--- config.mk ---
export PLATFORM = sky130hd
export DESIGN_NAME = ast_core
export DESIGN_NICKNAME = d
export VERILOG_FILES = /design/src/ast_pkg.sv /design/src/ast_baud_gen.sv /design/src/ast_core.sv
export SDC_FILE = /design/constraint.sdc
export NUM_CORES = 1
export LEC_CHECK = 0
export BUFFER_PORTS_ARGS = -buffer_cell sky130_fd_sc_hd__buf_2
export CORE_MARGIN = 2
export CORE_UTILIZATION = 60
export DETAILED_ROUTE_END_ITERATION = 7
export PLACE_DENSITY = 0.79
export SYNTH_ARGS = -nofsm -noshare
export SYNTH_HDL_FRONTEND = slang
export SYNTH_SLANG_ARGS = --single-unit
--- constraint.sdc ---
create_clock -name mclk -period 6.36 [get_ports mclk]
set_input_delay 1.272 -clock mclk [delete_from_list [all_inputs] [get_ports mclk]]
set_output_delay 1.272 -clock mclk [all_outputs]
set_load 0.01 [all_outputs]
--- src/ast_pkg.sv ---
// Constants and field layouts shared by the serial core and its baud generator.
// Assumes a single bus clock; all registers are reached by a plain strobe port.
package ast_pkg;

  // ----------------------------------------
  // Register map
  // ----------------------------------------
  localparam int unsigned AW     = 2;
  localparam int unsigned DW     = 16;
  localparam int unsigned BAUD_W = 13;
  localparam logic [1:0] ADDR_CTRL = 2'h0;
  localparam logic [1:0] ADDR_STAT = 2'h1;
  localparam logic [1:0] ADDR_DATA = 2'h2;
  localparam logic [1:0] ADDR_BAUD = 2'h3;

  // ----------------------------------------
  // Field layouts and reset values
  // ----------------------------------------
  typedef struct packed {
    logic two_stop_select;
    logic wide_char;
    logic long_break;
    logic break_request;
    logic rx_polarity_flip;
    logic tx_polarity_flip;
    logic rx_on;
    logic tx_on;
  } ast_ctrl_t;

  typedef struct packed {
    logic frame_fault;
    logic sample_disagree;
    logic overrun;
    logic rx_buffer_full;
    logic tx_done;
    logic tx_buffer_empty;
  } ast_stat_t;

  localparam ast_ctrl_t CTRL_RST = 8'h00;
  localparam ast_stat_t STAT_RST = 6'h03;
  localparam logic [BAUD_W-1:0] BAUD_RST = 13'h001A;

  // ----------------------------------------
  // Frame and sample slot timing
  // ----------------------------------------
  localparam logic [3:0] FRAME_BASE   = 4'hA;
  localparam logic [3:0] BREAK_EXTRA  = 4'h3;
  localparam logic [3:0] DATA_BASE    = 4'h8;
  localparam logic [3:0] SLOT_FIRST   = 4'h0;
  localparam logic [3:0] SLOT_START_A = 4'h2;
  localparam logic [3:0] SLOT_START_B = 4'h4;
  localparam logic [3:0] SLOT_START_C = 4'h6;
  localparam logic [3:0] SLOT_BIT_A   = 4'h7;
  localparam logic [3:0] SLOT_BIT_B   = 4'h8;
  localparam logic [3:0] SLOT_BIT_C   = 4'h9;
  localparam logic [3:0] SLOT_LAST    = 4'hF;
  localparam logic [1:0] LOWS_MIN     = 2'h2;
  localparam logic [2:0] HIGHS3       = 3'h7;

  typedef enum logic [1:0] {
    AST_RX_IDLE  = 2'b00,
    AST_RX_START = 2'b01,
    AST_RX_FRAME = 2'b10
  } ast_rx_t;

endpackage

--- src/ast_baud_gen.sv ---
// Baud generator: one sample slot tick per modulus bus clocks.
// Assumes the modulus is held steady by software; zero stops the ticks.
`timescale 1ns/100ps
module ast_baud_gen #(
  parameter int unsigned BW = ast_pkg::BAUD_W
) (
  input  wire logic          mclk,
  input  wire logic          rst,
  input  wire logic [BW-1:0] modulus,
  output logic               tick
);

  typedef struct packed {
    logic [BW-1:0] cnt;
    logic          tick;
  } ast_bg_state_t;

  ast_bg_state_t s_q;
  ast_bg_state_t s_d;

  // ----------------------------------------
  // Divider
  // ----------------------------------------
  always_comb begin
    s_d      = s_q;
    s_d.tick = 1'b0;
    if (modulus == '0) begin
      s_d.cnt = '0;
    end else if (s_q.cnt >= modulus - BW'(1)) begin
      s_d.cnt  = '0;
      s_d.tick = 1'b1;
    end else begin
      s_d.cnt = s_q.cnt + BW'(1);
    end
  end

  always_ff @(posedge mclk or posedge rst) begin
    if (rst) begin
      s_q <= '0;
    end else begin
      s_q <= s_d;
    end
  end

  assign tick = s_q.tick;

endmodule

--- src/ast_core.sv ---
// Full-duplex asynchronous serial transmitter and receiver with register port.
// Assumes rxd is already synchronous to mclk and the master never strobes both ways.
//
// Functional notes
// - One bus-clock baud generator serves both directions
// - Output idles high; polarity flip inverts all
// - Turning transmitter on queues one idle preamble
// - Shifter length 10, 11 or 12 bits
// - Low start, LSB-first data, high stops
// - Free shifter loads buffer, sets buffer-empty flag
// - Nothing waiting after stop sets done flag
// - Turning transmitter off finishes pending frames first (code: a buffered character is not loaded until tx_on is set again)
// - Break is all zeros, 10 to 15 bits
// - Request one-then-zero queues break; held requeues
// - Off-then-on queues one idle frame
// - Receive polarity flip and receive enable
// - Completed character fills buffer or raises overrun
// - Sixteen sample slots per bit time
// - Edge is low after three highs
// - Start valid if two of slots 3,5,7 low
// - Bits decided by majority of slots 8-10
// - Accepted start bit always counts as low
// - Disagreeing samples set noise flag at load
// - Falling edges realign slot counter mid-frame
// - Non-break framing error preloads three highs
// - Frame fault set blocks buffer loads
// - Low stop majority flags framing error
// - Error flags follow buffer load, not overrun
//
// Implementation choices: the register offsets and strobed register access.
`timescale 1ns/100ps
module ast_core #(
  parameter int unsigned BW = ast_pkg::BAUD_W
) (
  input  wire logic                   mclk,
  input  wire logic                   rst,
  input  wire logic [ast_pkg::AW-1:0] addr,
  input  wire logic [ast_pkg::DW-1:0] wdata,
  input  wire logic                   wr,
  input  wire logic                   rd,
  output logic      [ast_pkg::DW-1:0] rdata,
  input  wire logic                   rxd,
  output logic                        txd,
  output logic                        txd_oe
);

  typedef struct packed {
    ast_pkg::ast_ctrl_t  ctrl;
    ast_pkg::ast_stat_t  stat;
    logic [BW-1:0]       baud;
    logic [8:0]          tdr;
    logic [8:0]          rbuf;
    logic [11:0]         tsh;
    logic                tfill;
    logic [3:0]          tleft;
    logic [3:0]          tsub;
    logic                brk_q;
    logic                idle_q;
    logic                txd;
    logic                txd_oe;
    ast_pkg::ast_rx_t    rxs;
    logic [3:0]          rsub;
    logic [3:0]          ridx;
    logic [2:0]          hist;
    logic [1:0]          lows;
    logic [2:0]          votes;
    logic                noise;
    logic [8:0]          rsh;
    logic [ast_pkg::DW-1:0] rdata;
  } ast_state_t;

  ast_state_t s_q;
  ast_state_t s_d;

  logic       tick;
  logic       rxi;
  logic       fall;
  logic       bit_v;
  logic       rx_done;
  logic       start_fail;
  logic       tx_load_data;
  logic       tx_load_brk;
  logic       data_wr;
  logic [8:0] ch;
  ast_pkg::ast_stat_t clr;

  // ----------------------------------------
  // Helpers
  // ----------------------------------------
  function automatic logic [3:0] frame_len(input ast_pkg::ast_ctrl_t c);
    frame_len = ast_pkg::FRAME_BASE + {3'h0, c.wide_char} + {3'h0, c.two_stop_select};
  endfunction

  function automatic logic maj3(input logic [2:0] v);
    maj3 = (v[0] & v[1]) | (v[0] & v[2]) | (v[1] & v[2]);
  endfunction

  // ----------------------------------------
  // Baud generator
  // ----------------------------------------
  // shared slot ticks
  ast_baud_gen #(.BW(BW)) u_baud (
    .mclk    (mclk),
    .rst     (rst),
    .modulus (s_q.baud),
    .tick    (tick)
  );

  // ----------------------------------------
  // Next state
  // ----------------------------------------
  always_comb begin
    s_d          = s_q;
    s_d.rdata    = '0;
    tx_load_data = 1'b0;
    tx_load_brk  = 1'b0;
    rx_done      = 1'b0;
    start_fail   = 1'b0;
    bit_v        = 1'b0;
    ch           = '0;
    data_wr      = wr && (addr == ast_pkg::ADDR_DATA);
    clr          = ast_pkg::ast_stat_t'(wdata[5:0]);
    rxi          = rxd ^ s_q.ctrl.rx_polarity_flip;
    fall         = (s_q.hist == ast_pkg::HIGHS3) && !rxi;

    if (wr) begin
      unique case (addr)
        ast_pkg::ADDR_CTRL: begin
          s_d.ctrl = ast_pkg::ast_ctrl_t'(wdata[7:0]);
        end
        ast_pkg::ADDR_STAT: begin
          s_d.stat.overrun         = s_q.stat.overrun & ~clr.overrun;
          s_d.stat.sample_disagree = s_q.stat.sample_disagree & ~clr.sample_disagree;
          s_d.stat.frame_fault     = s_q.stat.frame_fault & ~clr.frame_fault;
        end
        ast_pkg::ADDR_DATA: begin
          s_d.tdr                  = wdata[8:0];
          s_d.stat.tx_buffer_empty = 1'b0;
          s_d.stat.tx_done         = 1'b0;
        end
        ast_pkg::ADDR_BAUD: begin
          s_d.baud = wdata[BW-1:0];
        end
      endcase
    end

    if (rd) begin
      unique case (addr)
        ast_pkg::ADDR_CTRL: s_d.rdata = {8'h00, s_q.ctrl};
        ast_pkg::ADDR_STAT: s_d.rdata = {10'h000, s_q.stat};
        ast_pkg::ADDR_DATA: s_d.rdata = {7'h00, s_q.rbuf};
        ast_pkg::ADDR_BAUD: s_d.rdata = {{(ast_pkg::DW-BW){1'b0}}, s_q.baud};
      endcase
      if (addr == ast_pkg::ADDR_DATA) begin
        s_d.stat.rx_buffer_full = 1'b0;
      end
    end

    if (!s_q.ctrl.tx_on && s_d.ctrl.tx_on) begin
      s_d.idle_q = 1'b1;
    end
    if (s_q.ctrl.break_request && !s_d.ctrl.break_request) begin
      s_d.brk_q = 1'b1;
    end

    // ----------------------------------------
    // Transmitter
    // ----------------------------------------
    // sixteen ticks per bit
    if (tick) begin
      s_d.tsub = s_q.tsub + 4'h1;
      if (s_q.tsub == ast_pkg::SLOT_LAST) begin
        if (s_q.tleft > 4'h1) begin
          s_d.tsh   = {s_q.tfill, s_q.tsh[11:1]};
          s_d.tleft = s_q.tleft - 4'h1;
        end else begin
          s_d.tleft = '0;
          if (s_d.brk_q) begin
            tx_load_brk      = 1'b1;
            s_d.tsh          = '0;
            s_d.tfill        = 1'b0;
            s_d.tleft        = frame_len(s_q.ctrl)
                               + (s_q.ctrl.long_break ? ast_pkg::BREAK_EXTRA : 4'h0);
            s_d.brk_q        = s_d.ctrl.break_request;
            s_d.stat.tx_done = 1'b0;
          end else if (s_d.idle_q) begin
            s_d.tsh          = '1;
            s_d.tfill        = 1'b1;
            s_d.tleft        = frame_len(s_q.ctrl);
            s_d.idle_q       = 1'b0;
            s_d.stat.tx_done = 1'b0;
          end else if (s_q.ctrl.tx_on && !s_q.stat.tx_buffer_empty) begin
            // start low, data LSB first, stops high
            tx_load_data     = 1'b1;
            s_d.tsh          = s_q.ctrl.wide_char ? {2'h3, s_q.tdr, 1'b0}
                                                  : {3'h7, s_q.tdr[7:0], 1'b0};
            s_d.tfill        = 1'b1;
            s_d.tleft        = frame_len(s_q.ctrl);
            s_d.stat.tx_done = 1'b0;
            if (!data_wr) begin
              s_d.stat.tx_buffer_empty = 1'b1;
            end
          end else if (s_q.tleft == 4'h1) begin
            s_d.stat.tx_done = 1'b1;
          end
        end
      end
    end

    s_d.txd    = ((s_d.tleft != '0) ? s_d.tsh[0] : 1'b1) ^ s_d.ctrl.tx_polarity_flip;
    // pin held until pending frames end
    s_d.txd_oe = s_d.ctrl.tx_on | (s_d.tleft != '0) | s_d.idle_q | s_d.brk_q;

    // ----------------------------------------
    // Receiver
    // ----------------------------------------
    // receive enable
    if (!s_q.ctrl.rx_on) begin
      s_d.rxs = ast_pkg::AST_RX_IDLE;
    end else if (tick) begin
      s_d.hist = {s_q.hist[1:0], rxi};
      s_d.rsub = s_q.rsub + 4'h1;
      unique case (s_q.rxs)
        ast_pkg::AST_RX_IDLE: begin
          if (fall) begin
            s_d.rxs   = ast_pkg::AST_RX_START;
            s_d.rsub  = ast_pkg::SLOT_FIRST + 4'h1;
            s_d.lows  = '0;
            s_d.noise = 1'b0;
          end
        end
        ast_pkg::AST_RX_START: begin
          if (s_q.rsub == ast_pkg::SLOT_START_A || s_q.rsub == ast_pkg::SLOT_START_B
              || s_q.rsub == ast_pkg::SLOT_START_C) begin
            if (rxi) begin
              s_d.noise = 1'b1;
            end else begin
              s_d.lows = s_q.lows + 2'h1;
            end
            if (s_q.rsub == ast_pkg::SLOT_START_C && s_d.lows < ast_pkg::LOWS_MIN) begin
              start_fail = 1'b1;
              s_d.rxs    = ast_pkg::AST_RX_IDLE;
            end
          end else if (s_q.rsub >= ast_pkg::SLOT_BIT_A && s_q.rsub <= ast_pkg::SLOT_BIT_C
                       && rxi) begin
            // start stays low, only noise noted
            s_d.noise = 1'b1;
          end
          if (s_q.rsub == ast_pkg::SLOT_LAST) begin
            s_d.rxs  = ast_pkg::AST_RX_FRAME;
            s_d.ridx = 4'h1;
          end
        end
        ast_pkg::AST_RX_FRAME: begin
          if (fall) begin
            s_d.rsub = ast_pkg::SLOT_FIRST + 4'h1;
            if (s_q.rsub > ast_pkg::SLOT_BIT_C) begin
              s_d.ridx = s_q.ridx + 4'h1;
            end
          end else begin
            if (s_q.rsub == ast_pkg::SLOT_BIT_A || s_q.rsub == ast_pkg::SLOT_BIT_B) begin
              s_d.votes = {s_q.votes[1:0], rxi};
            end
            if (s_q.rsub == ast_pkg::SLOT_BIT_C) begin
              bit_v = maj3({s_q.votes[1:0], rxi});
              if ({s_q.votes[1:0], rxi} != {3{bit_v}}) begin
                s_d.noise = 1'b1;
              end
              if (s_q.ridx <= ast_pkg::DATA_BASE + {3'h0, s_q.ctrl.wide_char}) begin
                s_d.rsh = {bit_v, s_q.rsh[8:1]};
              end else begin
                rx_done = 1'b1;
              end
            end
            if (s_q.rsub == ast_pkg::SLOT_LAST) begin
              s_d.ridx = s_q.ridx + 4'h1;
            end
          end
        end
        default: begin
          s_d.rxs = ast_pkg::AST_RX_IDLE;
        end
      endcase
    end

    if (rx_done) begin
      s_d.rxs = ast_pkg::AST_RX_IDLE;
      ch      = s_q.ctrl.wide_char ? s_q.rsh : {1'b0, s_q.rsh[8:1]};
      if (!s_q.stat.frame_fault) begin
        if (s_q.stat.rx_buffer_full) begin
          s_d.stat.overrun = 1'b1;
        end else begin
          s_d.rbuf                 = ch;
          s_d.stat.rx_buffer_full  = 1'b1;
          s_d.stat.sample_disagree = s_q.stat.sample_disagree | s_d.noise;
          s_d.stat.frame_fault     = !bit_v;
        end
      end
      if (!bit_v && ch != '0) begin
        s_d.hist = ast_pkg::HIGHS3;
      end
    end
  end

  always_ff @(posedge mclk or posedge rst) begin
    if (rst) begin
      s_q        <= '0;
      s_q.ctrl   <= ast_pkg::CTRL_RST;
      s_q.stat   <= ast_pkg::STAT_RST;
      s_q.baud   <= BW'(ast_pkg::BAUD_RST);
      s_q.txd    <= 1'b1;
      s_q.rxs    <= ast_pkg::AST_RX_IDLE;
    end else begin
      s_q <= s_d;
    end
  end

  assign rdata  = s_q.rdata;
  assign txd    = s_q.txd;
  assign txd_oe = s_q.txd_oe;
endmodule

==> metrics.md <==
| Metric | Value |
|---|---|
| Total number of placement rows | `38` |
| Number of unique standard cell types used by synthesis | `66` |
| Netlist Area Pre-Place | `6620 sq um` |
| Initial antenna violation count | `0` |
| Skew-Pair Late Insertion Delay | `0.53 ns` |
| Pin count of the biggest net entering global routing | `68` |
| Count of input and output buffers | `34` |
| Post-synthesis cell type with the largest combined area | `sky130_fd_sc_hd__dfrtp_1` |
| Area share of the largest cell type after synthesis | `44.6%` |
| Leakage power | `0.00334 uW` |
| Critical Path AT | `4.02 ns` |
| Vertical extent of the die | `109 um` |
| Number of enable flip-flop cells after synthesis | `0` |
| Required time of the worst setup path | `6.79 ns` |
| WL final | `14100 um` |
| Multi-input gate area in the final layout | `3210 sq um` |
| Share of the clock period used by the worst path after layout | `56.4%` |
| Pwr per Cell Area | `325 nW/um^2` |
| Remaining antenna violation count after routing | `0` |
| GR Overflow Total | `0` |
| Total inserted antenna cells | `0` |
| Peak Freq | `279 MHz` |
| Nets@finish | `700` |
| End-of-flow core utilization | `68.1%` |
| Post-layout instance count excluding filler cells | `800` |
| Type of origin of the critical path | `register` |
| Clock tree from TritonCTS | `built` |
| Worst hold path class | `register to register` |
| Number of global-route vias before repair | `4903` |
| Router iterations before antenna repair | `4` |
| Slew Limit Fails | `0` |
| Sum Neg Setup Slack | `0 ns` |
| Starting Density | `61.3%` |
| HPWL after detailed placement | `9840 um` |
| Clk pin slew, worst setup/hold paths | `0.06 ns` |
| Clock Path Buffers | `2` |
| Storage element area | `3110 sq um` |
| Number of design-rule violations left by the first detailed-router iteration | `328` |
| Placed Instances | `768` |
| Max-Cap Viols | `0` |
| Die Area | `11900 sq um` |
| Standard cell area after detailed placement | `6770 sq um` |
| Worst ir drop on vdd | `0.223 mV` |
| RD Place Congestion | `0.913` |
| Count of endpoints failing setup in the final report | `0` |
| Final routed DRC violation total | `0` |
| Placeable core region | `10800 sq um` |
| Gates resized, CTS repair | `0` |
| Mean number of vias per cell | `5.99` |
| Worst Hold Slack | `0.492 ns` |
| Die X-Extent | `109 um` |
| Final setup skew | `0.00615 ns` |
| Part of the Yosys area used for sequential elements | `47.0%` |
| Ports placed on the boundary | `41` |
| Number of buffers added by the clock tree synthesis step | `17` |
| Global-route wire length before repair | `24000 um` |
| Synth warn | `0` |
| Fraction of registers with async set/reset | `100%` |
| Maximum fanout count along the critical path | `12` |
| Global-route usage over all layers | `26.4%` |
| Crit path kind | `register to register` |
| Fill cell total of the finished layout | `786` |
| Area growth syn-to-layout | `11.1%` |
| Vias post-DR | `4790` |
| Clk sink count | `124` |
| Total of hold buffers inserted after clock tree synthesis | `0` |
| Most used DFF post-synth | `sky130_fd_sc_hd__dfrtp_1` |
| Area of all placed cells without fillers | `7350 sq um` |
| Unrepaired setup endpoints after global routing | `no` |
| FF+latch count, synth | `124` |
| Final hold violation count | `0` |
| Least-Margin Pin Slew | `1.23 ns` |
| Top post-synthesis cells by area | `sky130_fd_sc_hd__dfrtp_1 (45%), sky130_fd_sc_hd__mux2_2 (7.0%), sky130_fd_sc_hd__ha_1 (5.5%)` |
| Synthesized netlist cell count | `628` |
| Routed len/inst | `17.6 um` |
| Number of post-CTS setup repair buffers | `0` |
| Clk Tree Root Cell | `sky130_fd_sc_hd__clkbuf_8` |
| Ratio of cells with drive above 1 in the final layout | `22.0%` |
| Time the worst path needs with I/O delays and setup | `3.59 ns` |
| Kind of capture point of the worst setup path | `register` |
| Maximum level of the CTS H-tree | `4` |
| Status | `complete, no violations` |
| Synth Area per Inst | `10.5 sq um` |
| Relative slew slack | `17.4%` |
flip-flops by register name, summed over array words and instances, names as in the netlist:
register	flops
txd_oe	1
rdata	13
u_baud.s_q	13
txd	1
s_q	95
u_baud.tick	1
worst paths after layout:
| check | from | endpoint | slack [ns] | cells past startpoint |
|---|---|---|---|---|
| hold reg to reg | s_q[104]$_DFF_PP0_ | s_q[104]$_DFF_PP0_ | 0.49 | 2 |
| hold / removal | s_q[104]$_DFF_PP0_ | s_q[104]$_DFF_PP0_ | 0.49 | 2 |
| min in group asynchronous | rst | s_q[23]$_DFFE_PP0P_ | 0.87 | 2 |
| setup reg to reg | s_q[88]$_DFFE_PP1P_ | u_baud.s_q[11]$_DFF_PP0_ | 2.77 | 14 |
| max in group asynchronous | rst | rdata[11]$_DFF_PP0_ | 4.18 | 3 |
| setup / recovery | s_q[88]$_DFFE_PP1P_ | u_baud.s_q[11]$_DFF_PP0_ | 2.77 | 14 |
per-layer routing:
layer  GRT usage (%)  vias up  wire length (um)
met2            44.6      119              7190
li1                -     2269                 -
met4            9.16        0               161
met1            33.4     2387              6000
met5               0        -                 0
met3            6.28       15               733
cells in the final DEF, fill, tap and decap left out, types with 13 or more instances in the layout:
master,n
sky130_fd_sc_hd__a21oi_1,28
sky130_fd_sc_hd__o21ai_0,19
sky130_fd_sc_hd__nor3_1,14
sky130_fd_sc_hd__inv_1,19
sky130_fd_sc_hd__nand3_1,18
sky130_fd_sc_hd__buf_2,34
sky130_fd_sc_hd__clkbuf_16,16
sky130_fd_sc_hd__dfrtp_1,118
sky130_fd_sc_hd__mux2_2,41
sky130_fd_sc_hd__nor2_1,51
sky130_fd_sc_hd__xnor2_1,16
sky130_fd_sc_hd__a31oi_1,13
sky130_fd_sc_hd__nand2_1,59
sky130_fd_sc_hd__xor2_1,15
sky130_fd_sc_hd__ha_1,29
kinds of logic after synthesis:
| kind of cell | synth area share [%] |
|---|---|
| multiplexers | 10.4 |
| AO/OA/AOI/OAI | 12.4 |
| XOR/XNOR | 4.35 |
| adder cells (fa/ha/maj) | 5.94 |
| other | 0.0567 |
| flip-flops | 47.0 |
| AND/OR/NAND/NOR | 15.3 |
| buffers and inverters | 4.59 |
per-stage QoR:
stage | power [uW] | worst slack [ns]
after global routing | 2510 | 2.49
final | 2390 | 2.77
after CTS | 2400 | 2.76
after floorplan | 1320 | 1.80
after global placement | 1410 | 2.53
after detailed placement | 1440 | 2.44
power by group:
part | switching, uW | leakage, uW | internal, uW
combinational | 242 | 0.00147 | 206
sequential | 110 | 0.00159 | 882
clock | 346 | 0.000278 | 606
synth_stat cells (4+ instances only):
cell type / number
sky130_fd_sc_hd__or3_1: 4
sky130_fd_sc_hd__dfrtp_1: 118
sky130_fd_sc_hd__nand4_1: 8
sky130_fd_sc_hd__nand2b_1: 5
sky130_fd_sc_hd__nor4_1: 6
sky130_fd_sc_hd__ha_1: 29
sky130_fd_sc_hd__mux2i_1: 9
sky130_fd_sc_hd__inv_1: 20
sky130_fd_sc_hd__nand3_1: 18
sky130_fd_sc_hd__nor2b_1: 6
sky130_fd_sc_hd__o21ai_0: 19
sky130_fd_sc_hd__xor2_1: 15
sky130_fd_sc_hd__nor3_1: 14
sky130_fd_sc_hd__o21a_1: 6
sky130_fd_sc_hd__clkbuf_1: 12
sky130_fd_sc_hd__nor2_1: 51
sky130_fd_sc_hd__mux2_2: 41
sky130_fd_sc_hd__a21o_1: 4
sky130_fd_sc_hd__nand2_1: 59
sky130_fd_sc_hd__o21ai_2: 11
sky130_fd_sc_hd__a22o_1: 4
sky130_fd_sc_hd__dfstp_2: 6
sky130_fd_sc_hd__and2_1: 11
sky130_fd_sc_hd__mux4_2: 5
sky130_fd_sc_hd__xnor2_1: 16
sky130_fd_sc_hd__buf_2: 5
sky130_fd_sc_hd__o211ai_1: 12
sky130_fd_sc_hd__buf_4: 16
sky130_fd_sc_hd__and3_1: 7
sky130_fd_sc_hd__a31oi_1: 13
sky130_fd_sc_hd__a21oi_1: 28
final cells by class:
cell class                      instances  area share [%]
Clock buffer                           21            5.97
Clock inverter                         11            1.97
Timing Repair Buffer                   37            2.62
Multi-Input combinational cell        447            43.7
Tap cell                              140            2.38
Inverter                               20            1.06
Sequential cell                       124            42.3
worst max-delay path, cell delays in order (launching register included):
cell                        delay, ns
sky130_fd_sc_hd__dfstp_2         0.56
sky130_fd_sc_hd__inv_1           0.06
sky130_fd_sc_hd__ha_1            0.20
sky130_fd_sc_hd__nand2b_1        0.13
sky130_fd_sc_hd__nand2b_1        0.21
sky130_fd_sc_hd__nor2_1          0.07
sky130_fd_sc_hd__xnor2_1         0.13
sky130_fd_sc_hd__ha_1            0.30
sky130_fd_sc_hd__a21o_1          0.18
sky130_fd_sc_hd__a21o_1          0.16
sky130_fd_sc_hd__a21oi_1         0.14
sky130_fd_sc_hd__nor2_1          0.05
sky130_fd_sc_hd__a2111oi_0       0.50
sky130_fd_sc_hd__o211ai_1        0.53
sky130_fd_sc_hd__nor2_1          0.27
(Power assumes the default switching activity.)
